**src/logic/damf_pkg.sv**
```systemverilog
// Package for the data address modifier and status flag block.
// Assumes a 7-bit data memory address space with system registers at the top.
package damf_pkg;
    // System register addresses within the data memory map
    localparam logic [6:0] ADDR_IDX_HIGH = 7'h7a;
    localparam logic [6:0] ADDR_IDX_MID = 7'h7b;
    localparam logic [6:0] ADDR_IDX_LOW = 7'h7c;
    localparam logic [6:0] ADDR_GP_PTR_HIGH = 7'h7d;
    localparam logic [6:0] ADDR_PSW_HIGH = 7'h7e;
    localparam logic [6:0] ADDR_PSW_LOW = 7'h7f;
    localparam logic [6:0] ADDR_GP_PTR_LOW = 7'h7d;
    // Field positions in the status high nibble (7eh)
    localparam int PSW_BCD_BIT = 0;
    // Field positions in the status low nibble (7fh)
    localparam int PSW_CMP_BIT = 3;
    localparam int PSW_CY_BIT = 2;
    localparam int PSW_Z_BIT = 1;
    localparam int PSW_IXE_BIT = 0;
    // Row pointer enable flag sits in bit 3 of the index high nibble
    localparam int ROW_PTR_EN_BIT = 3;
    // Reset values
    localparam logic [3:0] PSW_HIGH_RESET = 4'h0;
    localparam logic [3:0] PSW_LOW_RESET = 4'h0;
    localparam logic [10:0] IDX_RESET = 11'h000;
    localparam logic [2:0] GP_PTR_RESET = 3'h0;
    localparam logic [1:0] BANK_ZERO = 2'h0;
    // Index register and row pointer widths
    localparam int IDX_WIDTH = 11;
    localparam int ROW_PTR_WIDTH = 7;
    // Operation codes presented by the instruction decoder
    typedef enum logic [2:0] {
        DAMF_OP_NONE,
        DAMF_OP_ADD,
        DAMF_OP_SUB,
        DAMF_OP_ROTATE_RIGHT_THROUGH_CARRY,
        DAMF_OP_SKIP_TEST,
        DAMF_OP_LOGIC
    } damf_op_t;
    // Address mode presented by the instruction decoder
    typedef enum logic [1:0] {
        DAMF_AM_DIRECT,
        DAMF_AM_IND_STORE,
        DAMF_AM_IND_LOAD,
        DAMF_AM_FIXED
    } damf_amode_t;
endpackage : damf_pkg

```
**src/logic/damf_nibble_alu.sv**
```systemverilog
// Four-bit adder and subtractor with decimal adjust.
// Assumes operands arrive from the same clock domain; purely combinational.
`timescale 1ns/10ps
`default_nettype none
module damf_nibble_alu
(
    input wire logic [3:0] i_a,
    input wire logic [3:0] i_b,
    input wire logic i_carry_in,
    input wire logic i_subtract,
    input wire logic i_decimal,
    output logic [3:0] o_result,
    output logic o_carry
);
    logic [4:0] bin_sum;
    logic [4:0] bin_diff;
    logic [4:0] dec_sum;
    logic [4:0] dec_diff;
    logic sum_over;
    logic diff_under;

    // Binary forms, borrow shows as bit 4 of the difference
    assign bin_sum = {1'b0, i_a} + {1'b0, i_b} + {4'h0, i_carry_in};
    assign bin_diff = {1'b0, i_a} - {1'b0, i_b} - {4'h0, i_carry_in};
    // Decimal adjust: add or subtract six when out of the 0..9 range
    assign sum_over = (bin_sum > 5'h09);
    assign dec_sum = sum_over ? bin_sum + 5'h06 : bin_sum;
    assign diff_under = bin_diff[4];
    assign dec_diff = diff_under ? bin_diff - 5'h06 : bin_diff;
    // Decimal or binary arithmetic per the mode flag
    assign o_result = i_subtract ? (i_decimal ? dec_diff[3:0] : bin_diff[3:0])
                                 : (i_decimal ? dec_sum[3:0] : bin_sum[3:0]); // RULE17
    assign o_carry = i_subtract ? diff_under : (i_decimal ? sum_over : bin_sum[4]); // RULE13
endmodule : damf_nibble_alu
`default_nettype wire

```
**src/logic/damf_core.sv**
```systemverilog
// Real data address former and program status flags of the 4-bit CPU.
// Assumes the decoder presents one instruction per cycle with a one-cycle
// execute strobe, and that data memory is external and answers in-cycle.
//
// Overview of operation
// RULE1 - Both modifier flags clear: addresses pass through unchanged.
// RULE2 - Indirect store writes m to m's bank and row, column from r.
// RULE3 - Indirect load reads m's bank and row, column from r, into m.
// RULE4 - Row pointer enabled alone: indirect side bank and row from row pointer.
// RULE5 - Row pointer is seven bits shared with upper index register bits.
// RULE6 - Index enabled alone: OR direct address with index register.
// RULE7 - Index register is eleven bits over three nibbles.
// RULE8 - Pointer high part reads zero; low three bits select rows 0-7, bank zero.
// RULE9 - Status word holds decimal, compare, carry, zero, index enable at 7eh/7fh.
// RULE10 - Index modification only while index enable flag is set.
// RULE11 - Nonzero arithmetic result clears zero flag.
// RULE12 - Zero result sets zero flag; with compare set only if already set.
// RULE13 - Carry flag set on carry or borrow, else cleared.
// RULE14 - Rotate right through carry loads carry with register bit 0.
// RULE15 - Compare flag set suppresses arithmetic result write-back.
// RULE16 - Bit test skip instructions clear compare flag.
// RULE17 - Decimal flag selects decimal arithmetic, else binary.
// RULE18 - Status nibbles read and written as system registers in any bank.
`timescale 1ns/10ps
`default_nettype none
module damf_core
(
    input wire logic i_clock,
    input wire logic i_sys_rst,
    input wire logic i_exec,
    input wire damf_pkg::damf_op_t i_op,
    input wire damf_pkg::damf_amode_t i_amode,
    input wire logic [1:0] i_bank,
    input wire logic [6:0] i_operand_m,
    input wire logic [3:0] i_operand_r,
    input wire logic [3:0] i_gp_value,
    input wire logic [3:0] i_mem_value,
    input wire logic i_sys_write,
    input wire logic [6:0] i_sys_addr,
    input wire logic [3:0] i_sys_wdata,
    output logic [8:0] o_direct_addr,
    output logic [8:0] o_indirect_addr,
    output logic [8:0] o_gp_addr,
    output logic [3:0] o_result,
    output logic o_result_write,
    output logic [3:0] o_sys_rdata,
    output logic o_carry_flag,
    output logic o_zero_flag,
    output logic o_compare_flag,
    output logic o_decimal_flag,
    output logic o_index_enable_flag,
    output logic o_row_pointer_enable_flag
);
    logic [10:0] index_register;
    logic row_pointer_enable_flag;
    logic [2:0] gp_pointer_low_part;
    logic [3:0] psw_high;
    logic [3:0] psw_low;
    logic [3:0] next_psw_low;
    logic [3:0] alu_result;
    logic alu_carry;
    logic is_arith;
    logic result_zero;
    logic next_zero;
    logic [6:0] row_address_pointer;
    logic [8:0] direct_full;
    logic [8:0] index_ored;
    logic [8:0] next_direct;
    logic [8:0] next_indirect;
    logic [8:0] next_gp;
    logic index_on;
    logic row_ptr_on;
    logic ind_transfer;
    logic [3:0] next_result;
    logic [3:0] next_rdata;
    logic flag_write;

    // Shared arithmetic nibble
    damf_nibble_alu u_alu
    (
        .i_a(i_mem_value),
        .i_b(i_gp_value),
        .i_carry_in(1'b0),
        .i_subtract(i_op == damf_pkg::DAMF_OP_SUB),
        .i_decimal(psw_high[damf_pkg::PSW_BCD_BIT]),
        .o_result(alu_result),
        .o_carry(alu_carry)
    );

    // Row pointer is the upper seven index bits, so no separate storage
    assign row_address_pointer = index_register[10:4]; // RULE5
    assign index_on = psw_low[damf_pkg::PSW_IXE_BIT]; // RULE10
    assign row_ptr_on = row_pointer_enable_flag;

    // Direct address: bank, row, column of operand m
    assign direct_full = {i_bank, i_operand_m};
    // Index modification is a bitwise OR, not an add, so no carries ripple
    // Index bit n lands on address bit n; bits above the two bank bits reach nothing
    assign index_ored = direct_full | index_register[8:0]; // RULE6 RULE7
    // Only fixed-address instructions are never modified; system register addresses in other modes are ORed too
    assign next_direct = (index_on && !row_ptr_on && i_amode != damf_pkg::DAMF_AM_FIXED)
                         ? index_ored : direct_full; // RULE6 RULE1
    // Only register-indirect transfers take the pointer's bank and row
    assign ind_transfer = (i_amode == damf_pkg::DAMF_AM_IND_STORE)
                          || (i_amode == damf_pkg::DAMF_AM_IND_LOAD); // RULE4
    // Indirect side: column from register r contents; pointer bits 4:3 are the bank
    assign next_indirect = (row_ptr_on && !index_on && ind_transfer)
                           ? {row_address_pointer[4:3], row_address_pointer[2:0], i_gp_value}
                           : {i_bank, i_operand_m[6:4], i_gp_value}; // RULE4 RULE2 RULE3
    // General-purpose register always in bank zero, row from low pointer part
    assign next_gp = {damf_pkg::BANK_ZERO, gp_pointer_low_part, i_operand_r}; // RULE8

    // Flag updates
    assign is_arith = i_exec && (i_op == damf_pkg::DAMF_OP_ADD || i_op == damf_pkg::DAMF_OP_SUB);
    assign result_zero = (alu_result == 4'h0);
    assign next_zero = result_zero && (!psw_low[damf_pkg::PSW_CMP_BIT]
                       || psw_low[damf_pkg::PSW_Z_BIT]); // RULE11 RULE12
    assign flag_write = i_sys_write && i_sys_addr == damf_pkg::ADDR_PSW_LOW;
    always_comb
    begin
        next_psw_low = psw_low;
        if (flag_write)
        begin
            next_psw_low = i_sys_wdata; // RULE18
        end
        if (is_arith)
        begin
            next_psw_low[damf_pkg::PSW_Z_BIT] = next_zero; // RULE11 RULE12
            next_psw_low[damf_pkg::PSW_CY_BIT] = alu_carry; // RULE13
        end
        else if (i_exec && i_op == damf_pkg::DAMF_OP_ROTATE_RIGHT_THROUGH_CARRY)
        begin
            next_psw_low[damf_pkg::PSW_CY_BIT] = i_gp_value[0]; // RULE14
        end
        else if (i_exec && i_op == damf_pkg::DAMF_OP_SKIP_TEST)
        begin
            next_psw_low[damf_pkg::PSW_CMP_BIT] = 1'b0; // RULE16
        end
    end

    // ROTATE_RIGHT_THROUGH_CARRY result: carry shifted into bit 3
    assign next_result = (i_op == damf_pkg::DAMF_OP_ROTATE_RIGHT_THROUGH_CARRY)
                         ? {psw_low[damf_pkg::PSW_CY_BIT], i_gp_value[3:1]} : alu_result;

    // System register readback; unused high bits read zero
    assign next_rdata = (i_sys_addr == damf_pkg::ADDR_PSW_HIGH) ? psw_high :
                        (i_sys_addr == damf_pkg::ADDR_PSW_LOW) ? psw_low :
                        (i_sys_addr == damf_pkg::ADDR_IDX_HIGH)
                            ? {row_pointer_enable_flag, index_register[10:8]} :
                        (i_sys_addr == damf_pkg::ADDR_IDX_MID) ? index_register[7:4] :
                        (i_sys_addr == damf_pkg::ADDR_IDX_LOW) ? index_register[3:0] :
                        (i_sys_addr == damf_pkg::ADDR_GP_PTR_LOW)
                            ? {1'b0, gp_pointer_low_part} : 4'h0; // RULE8 RULE18

    // Status word registers
    always_ff @(posedge i_clock)
    begin
        if (i_sys_rst)
        begin
            psw_high <= damf_pkg::PSW_HIGH_RESET;
            psw_low <= damf_pkg::PSW_LOW_RESET;
        end
        else
        begin
            if (i_sys_write && i_sys_addr == damf_pkg::ADDR_PSW_HIGH)
            begin
                psw_high <= {3'h0, i_sys_wdata[damf_pkg::PSW_BCD_BIT]}; // RULE9 RULE18
            end
            psw_low <= next_psw_low; // RULE9
        end
    end

    // Index register nibbles and pointer enable
    always_ff @(posedge i_clock)
    begin
        if (i_sys_rst)
        begin
            index_register <= damf_pkg::IDX_RESET;
            row_pointer_enable_flag <= 1'b0;
            gp_pointer_low_part <= damf_pkg::GP_PTR_RESET;
        end
        else if (i_sys_write)
        begin
            if (i_sys_addr == damf_pkg::ADDR_IDX_HIGH)
            begin
                row_pointer_enable_flag <= i_sys_wdata[damf_pkg::ROW_PTR_EN_BIT];
                index_register[10:8] <= i_sys_wdata[2:0]; // RULE7
            end
            else if (i_sys_addr == damf_pkg::ADDR_IDX_MID)
            begin
                index_register[7:4] <= i_sys_wdata; // RULE7
            end
            else if (i_sys_addr == damf_pkg::ADDR_IDX_LOW)
            begin
                index_register[3:0] <= i_sys_wdata; // RULE7
            end
            else if (i_sys_addr == damf_pkg::ADDR_GP_PTR_LOW)
            begin
                gp_pointer_low_part <= i_sys_wdata[2:0]; // RULE8
            end
        end
    end

    // Registered outputs
    always_ff @(posedge i_clock)
    begin
        if (i_sys_rst)
        begin
            o_direct_addr <= 9'h000;
            o_indirect_addr <= 9'h000;
            o_gp_addr <= 9'h000;
            o_result <= 4'h0;
            o_result_write <= 1'b0;
            o_sys_rdata <= 4'h0;
        end
        else
        begin
            o_direct_addr <= next_direct;
            o_indirect_addr <= next_indirect;
            o_gp_addr <= next_gp;
            o_result <= next_result;
            o_result_write <= is_arith && !psw_low[damf_pkg::PSW_CMP_BIT]; // RULE15
            o_sys_rdata <= next_rdata;
        end
    end

    // Flag outputs mirror the status word and the row pointer enable flag
    always_ff @(posedge i_clock)
    begin
        if (i_sys_rst)
        begin
            o_carry_flag <= 1'b0;
            o_zero_flag <= 1'b0;
            o_compare_flag <= 1'b0;
            o_decimal_flag <= 1'b0;
            o_index_enable_flag <= 1'b0;
            o_row_pointer_enable_flag <= 1'b0;
        end
        else
        begin
            o_carry_flag <= next_psw_low[damf_pkg::PSW_CY_BIT];
            o_zero_flag <= next_psw_low[damf_pkg::PSW_Z_BIT];
            o_compare_flag <= next_psw_low[damf_pkg::PSW_CMP_BIT];
            o_decimal_flag <= psw_high[damf_pkg::PSW_BCD_BIT];
            o_index_enable_flag <= next_psw_low[damf_pkg::PSW_IXE_BIT];
            o_row_pointer_enable_flag <= row_pointer_enable_flag;
        end
    end
endmodule : damf_core
`default_nettype wire

```
**config.mk**
```make
export PLATFORM = sky130hd
export DESIGN_NAME = damf_core
export DESIGN_NICKNAME = d
export VERILOG_FILES = /design/src/logic/damf_pkg.sv /design/src/logic/damf_nibble_alu.sv /design/src/logic/damf_core.sv
export SDC_FILE = /design/constraint.sdc
export NUM_CORES = 1
export LEC_CHECK = 0
export BUFFER_PORTS_ARGS = -buffer_cell sky130_fd_sc_hd__buf_2
export CAP_MARGIN = 20
export CORE_MARGIN = 1.5
export CORE_UTILIZATION = 55
export CTS_CLUSTER_SIZE = 28
export DETAILED_ROUTE_END_ITERATION = 8
export GPL_ROUTABILITY_DRIVEN = 0
export HOLD_SLACK_MARGIN = 0.15
export PLACE_DENSITY_LB_ADDON = 0.12
export SLEW_MARGIN = 25
export SYNTH_ARGS = -nofsm -noshare
export SYNTH_HDL_FRONTEND = slang
export SYNTH_HIERARCHICAL = 1
export SYNTH_SLANG_ARGS = --single-unit
```
**constraint.sdc**
```tcl
create_clock -name i_clock -period 8.8 [get_ports i_clock]
set_clock_uncertainty 0.15 [all_clocks]
set_input_delay 0.88 -clock i_clock [delete_from_list [all_inputs] [get_ports i_clock]]
set_output_delay 0.88 -clock i_clock [all_outputs]
set_load 0.1 [all_outputs]
```
==> results of run 1 <==
-- registers in the layout (all words and copies together) (netlist names) --
name,count
index_register,11
o_result_write,1
o_decimal_flag,1
psw_high,1
o_indirect_addr,9
o_result,4
o_direct_addr,9
psw_low,4
gp_pointer_low_part,3
o_row_pointer_enable_flag,1
row_pointer_enable_flag,1
o_gp_addr,7
o_sys_rdata,4
-- logic make-up (layout without fill, tap and decap cells) --
| kind of cell | count (synthesis) | in the layout |
|---|---|---|
| AND/OR/NAND/NOR | 111 | 111 |
| flip-flops | 56 | 56 |
| AO/OA/AOI/OAI | 51 | 51 |
| multiplexers | 33 | 33 |
| buffers and inverters | 23 | 100 |
| adder cells (fa/ha/maj) | 16 | 16 |
| XOR/XNOR | 7 | 7 |
| other | 1 | 4 |
-- worst max path at each step --
stage,end,slack (ns)
final,psw_low[1]$_SDFFE_PP0P_,5.02
after global routing,psw_low[1]$_SDFFE_PP0P_,4.84
after CTS,psw_low[1]$_SDFFE_PP0P_,5.05
after detailed placement,psw_low[1]$_SDFFE_PP0P_,4.79
after global placement,psw_low[1]$_SDFFE_PP0P_,4.91
after floorplan,psw_low[1]$_SDFFE_PP0P_,5.18
-- power by group --
part,switching (mW),internal (mW)
sequential,0.00269,0.262
combinational,0.122,0.0433
clock,0.0846,0.115
-- placed cells by master (no fill, tap or decap), types with 4 or more instances in the layout --
cell type,instances
nor2b_1,17
nand2b_1,10
inv_1,11
conb_1,4
clkbuf_8,5
nand2_1,11
mux2i_1,31
nor3_1,5
nor2_1,45
dfxtp_1,56
ha_1,12
buf_2,79
fa_1,4
a21oi_1,15
o21ai_0,9
-- layout make-up --
cell class / instances / area, µm² / share of cell area
multi-input cells: 222 / 1580 / 0.468
well taps: 67 / 83.8 / 0.0249
clock inverters: 3 / 68.8 / 0.0204
clock buffers: 5 / 68.8 / 0.0204
flip-flops and latches: 56 / 1120 / 0.332
repair buffers: 81 / 410 / 0.122
inverters: 11 / 41.3 / 0.0122
-- stage by stage --
step	hold slack, ns	worst slack (ns)
2_1_floorplan	0.307	5.18
3_3_place_gp	0.322	4.91
3_5_place_dp	0.331	4.79
4_1_cts	0.344	5.05
5_1_grt	0.349	4.84
6_report	0.349	5.02
-- critical path: cells and delay by family --
kind                       cells  cell delay (ns)
adders and majority gates      3             1.22
and+or+nand+nor                2             0.49
buffers and inverters          2             0.23
AOI/OAI and AO/OA              6             1.05
-- routing by layer --
metal	GRT usage	vias to the layer above	wire length (µm)
met1	0.335	1126	3040
met4	0.0761	0	65
met2	0.380	99	2910
met5	0	-	0
li1	-	1184	-
met3	0.0501	6	431
==> impl_metrics.yaml, run 1 <==
final_layout:
  stdcell_area_mm2: 0.00337
  syn_to_final_growth_pct: 21.2
  fin_util: 0.705
  drive_above_1_share: 0.265
  final_cell_count_no_fill: 445
  num_antenna_cells: 0
  fillers: 415
  nets: 434
floorplan:
  coreArea_mm2: 0.00479
  ios: 83
  die_h_um: 74.1
  die_w_um: 74.1
  dieArea_mm2: 0.00550
  start_util: 0.581
  rows: 25
power:
  power_density_mw_per_mm2: 187
  ir_drop_mv: 0.141
  power.leakage_nw: 1.57
  total_power_mw: 0.629
cts:
  postCtsHoldBufs: 0
  post_cts_buffers: 0
  htree_levels: 2
  cts_resized: 0
  cts_made_buffers: 5
  clock_path_buffers: 2
  clkLatencyLatePin_ns: 0.31
  clk_pin_slew_ns: 0.10
  cts_tree: "yes"
  cts_sinks: 56
  root_buffer: "clkbuf_8"
logic_synthesis:
  yosys.area.top_type_share: 0.403
  synth.area.mux_share: 0.120
  synth_common_cells: "dfxtp_1, nor2_1, mux2i_1"
  ys_warn_count: 6
  yosysTopAreaCell: "dfxtp_1"
  synthFlopType: "dfxtp_1"
  synth-compound-area-share: 0.121
  synth.area.top_cells: "dfxtp_1, mux2i_1, nor2_1"
  synthCells: 298
  synth_edf_count: 0
  synthSimpleGateAreaFrac: 0.214
  synth_xor_xnor_area_share: 0.0247
  synth_cell_types: 53
  synth_area_mm2: 0.00278
  yosysMostFrequentCell: "dfxtp_1"
  synth_seq_cells: 56
  syn_area_per_cell_um2: 9.34
  synth_top_family_by_area: "simple AND/OR/NAND/NOR gates"
  async_flop_share: 0
  ys_seq_area_frac: 0.403
  synthAdderAreaFrac: 0.0827
setup_path:
  path_cells: "buf_2 -> fa_1 -> fa_1 -> inv_1 -> ha_1 -> nor2b_1 -> a31oi_1 -> o21a_1 -> o21a_1 -> o311ai_1 -> nor4_1 -> a21oi_1 -> a211oi_1"
  worstPathMaxFanout: 4
  cp.arrival_ns: 3.86
  r2r-end: "psw_low[1]$_SDFFE_PP0P_"
  crit_path_start: "i_mem_value[0]"
  regToRegSetupSlack_ns: 6.65
  max_stage_delay_ns: 0.56
  reg2reg_from: "psw_high[0]$_SDFFE_PP0P_"
  rr_worst_depth: 8
  critical-path-slowest-cell: "fa_1"
  end_kind: "flip-flop"
  critPathKind: "input pin to flip-flop"
  required_ns: 8.88
  startpoint_type: "input pin"
timing:
  setup_viol: 0
  fin_tns_setup_ns: 0
  worst-slew-pin-transition_ns: 0.663
  fin_crit_sh: 0.430
  slew_headroom: 0.556
  final_hold_viol_count: 0
  slew_viol_final: 0
  finalCriticalPeriod_ns: 3.78
  rsz0062_at_grt: "no"
  max_freq_mhz: 264
min_path:
  min_path_cells: 1
  hold_path.class: "flip-flop to flip-flop"
  hp-start: "gp_pointer_low_part[1]$_SDFFE_PP0P_"
  holdPathEnd: "o_gp_addr[5]$_SDFF_PP0_"
status:
  status: "finished clean"
place:
  place_area_mm2: 0.00323
  dp_hpwl_um: 4680
  port_buffers: 80
  placed_cells: 437
routing:
  postRouteAntennaNets: 0
  routed_wl_um: 6440
  drt-pass1-iter-count: 4
  wire_per_inst_um: 14.5
  drt_iter0_markers: 179
  via_per_inst: 5.43
  drc: 0
  num_vias: 2415
global_route:
  grt_max_degree: 58
  antenna_found_initial: 0
  grt_pass1_wl_um: 10200
  grt_pass1_vias: 2197
  grt_usage: 0.242
  overflow: 0
job:
  maxCapViolations: 0
(Power assumes the default switching activity.)
==> run 2: changes to the inputs <==
--- a/config.mk
+++ b/config.mk
@@ -8,7 +8,7 @@
 export BUFFER_PORTS_ARGS = -buffer_cell sky130_fd_sc_hd__buf_2
 export CAP_MARGIN = 20
 export CORE_MARGIN = 1.5
-export CORE_UTILIZATION = 55
+export CORE_UTILIZATION = 46
 export CTS_CLUSTER_SIZE = 28
 export DETAILED_ROUTE_END_ITERATION = 8
 export GPL_ROUTABILITY_DRIVEN = 0
==> constraint.sdc (replaced) <==
create_clock -name i_clock -period 3.3 [get_ports i_clock]
set_clock_uncertainty 0.15 [all_clocks]
set_input_delay 0.33 -clock i_clock [delete_from_list [all_inputs] [get_ports i_clock]]
set_output_delay 0.33 -clock i_clock [all_outputs]
set_load 0.1 [all_outputs]
==> run 2 against run 1 <==
Effect of this change:
- largest cell class unchanged
- cell area is 5.6% higher
- core utilization is 10 points lower
- sequential share of layout area is 1.8 points lower
- die area is 19% higher
- sequential power grew to 2.7 times the previous value
- sequential cell count stayed put
==> impl_metrics.yaml, run 2 (same netlist as run 1, synthesis figures left out) <==
status:
  status: "finished clean"
cts:
  clk_pin_slew_ns: 0.10
  post_cts_buffers: 0
  clock_path_buffers: 2
  root_buffer: "clkbuf_8"
  cts_made_buffers: 5
  cts_sinks: 56
  htree_levels: 2
  cts_tree: "yes"
  clkLatencyLatePin_ns: 0.31
routing:
  postRouteAntennaNets: 0
  via_per_inst: 5.10
  drt_iter0_markers: 108
  wire_per_inst_um: 13.2
  drc: 0
  routed_wl_um: 6290
  num_vias: 2422
  drt-pass1-iter-count: 4
setup_path:
  end_kind: "flip-flop"
  cp.arrival_ns: 3.24
  path_cells: "buf_2 -> fa_1 -> fa_1 -> xor2_2 -> ha_1 -> nor2b_1 -> a31oi_2 -> o21a_1 -> buf_4 -> o211ai_1 -> o311ai_2 -> nor4_1 -> a21oi_1 -> a211oi_1"
  critPathKind: "input pin to flip-flop"
  max_stage_delay_ns: 0.46
  critical-path-slowest-cell: "fa_1"
  startpoint_type: "input pin"
  regToRegSetupSlack_ns: 1.24
  worstPathMaxFanout: 4
  required_ns: 3.36
  crit_top_cell: "fa_1"
global_route:
  grt_pass1_vias: 2193
  grt_pass1_wl_um: 10100
  antenna_found_initial: 0
  grt_max_degree: 58
  overflow: 0
  grt_usage: 0.198
power:
  internal-power_mw: 1.00
  total_power_mw: 1.57
  power.leakage_nw: 1.65
  p_clk_frac: 0.251
  switching_share: 0.363
  ir_drop_mv: 0.256
  pwr-share-seq: 0.449
  power_density_mw_per_mm2: 441
  p_switching_mw: 0.570
  comb_power_share: 0.300
min_path:
  hold_path.class: "input pin to flip-flop"
place:
  port_buffers: 80
  dp_hpwl_um: 4650
  placed_cells: 452
timing:
  hold_slack_ns: 0.165
  setup_viol: 0
  slew_viol_final: 0
  max_freq_mhz: 315
  final_hold_viol_count: 0
  worst-slew-pin-transition_ns: 0.986
  fin_crit_sh: 0.963
  slew_headroom: 0.343
  finalCriticalPeriod_ns: 3.18
final_layout:
  regMostFlops: "index_register"
  most-common-layout-cells: "buf_2, dfxtp_1, nor2_1, mux2i_1, nor2b_1"
  drive_above_1_share: 0.278
  final_common_cell: "buf_2"
  syn_to_final_growth_pct: 28.0
  nets: 456
  final_cell_count_no_fill: 475
  fin_util: 0.605
  largest_reg_flops: 11
  num_antenna_cells: 0
  largest_registers: "index_register x11, o_direct_addr x9, o_indirect_addr x9"
floorplan:
  rows: 28
  ios: 83
  start_util: 0.473
  die_h_um: 80.8
  coreArea_mm2: 0.00589
  dieArea_mm2: 0.00652
  die_w_um: 80.8
job:
  maxCapViolations: 0
[run 2: changes by cell type in the layout (fill, tap and decap cells not counted), sizes merged]
| cell | delta |
|---|---|
| dlygate4sd3 | +15 |
| buf | +7 |
| bufinv | -2 |
| inv | +2 |
[run 2: area by class of cell]
cell class	instances	area (µm²)
Clock inverter	3	28.8
Inverter	11	41.3
Fill cell	530	2320
Multi-Input combinational cell	222	1600
Clock buffer	5	68.8
Timing Repair Buffer	103	611
Sequential cell	56	1120
Tap cell	75	93.8
[run 2: repair_timing]
item,4_1_cts,5_1_grt
hold buffers,15,0
endpoints found under the setup margin,0,1
gates resized for setup,0,5
hold endpoints to repair,19,0
[run 2: path summary, 6_finish.rpt]
check                                                          from                       endpoint  cells after the start
worst max register to register             psw_high[0]$_SDFFE_PP0P_        psw_low[1]$_SDFFE_PP0P_                      8
worst max-delay path                                 i_mem_value[0]        psw_low[1]$_SDFFE_PP0P_                     14
worst min-delay path                                  i_gp_value[2]  o_indirect_addr[2]$_SDFF_PP0_                      2
worst min register to register  gp_pointer_low_part[2]$_SDFFE_PP0P_        o_gp_addr[6]$_SDFF_PP0_                      1
[run 2: layer usage]
layer  vias to the layer above  wire [µm]  global-route usage
li1                       1235          -                   -
met1                      1103       3090               0.276
met2                        74       2740               0.317
met3                        10        361              0.0360
met4                         0         97              0.0517
met5                         -          0                   0
[run 2: per-stage QoR]
| stage | setup WS, ns | setup TNS [ns] | cell area, µm² |
|---|---|---|---|
| after floorplan | 0.233 | 0 | 2790 |
| after global placement | -0.0145 | -0.0145 | 3290 |
| after detailed placement | -0.175 | -0.175 | 3290 |
| after CTS | 0.139 | 0 | 3540 |
| after global routing | -0.0360 | -0.0360 | 3560 |
| final | 0.121 | 0 | 3560 |
[run 2: worst max-delay path, delay by kind of cell]
kind                     cells  cell delay (ns)
AO/OA/AOI/OAI                6             0.89
buffers and inverters        2             0.24
adder cells (fa/ha/maj)      3             1.07
XOR/XNOR                     1             0.16
AND/OR/NAND/NOR              2             0.54
[run 2: power by group through the flow]
stage               sequential [mW]  clock [mW]  combinational (mW)
floorplan                     0.889           0               0.172
global placement              0.721           0               0.445
detailed placement            0.721           0               0.450
CTS                           0.706       0.408               0.464
global route                  0.708       0.435               0.506
finish                        0.706       0.394               0.472
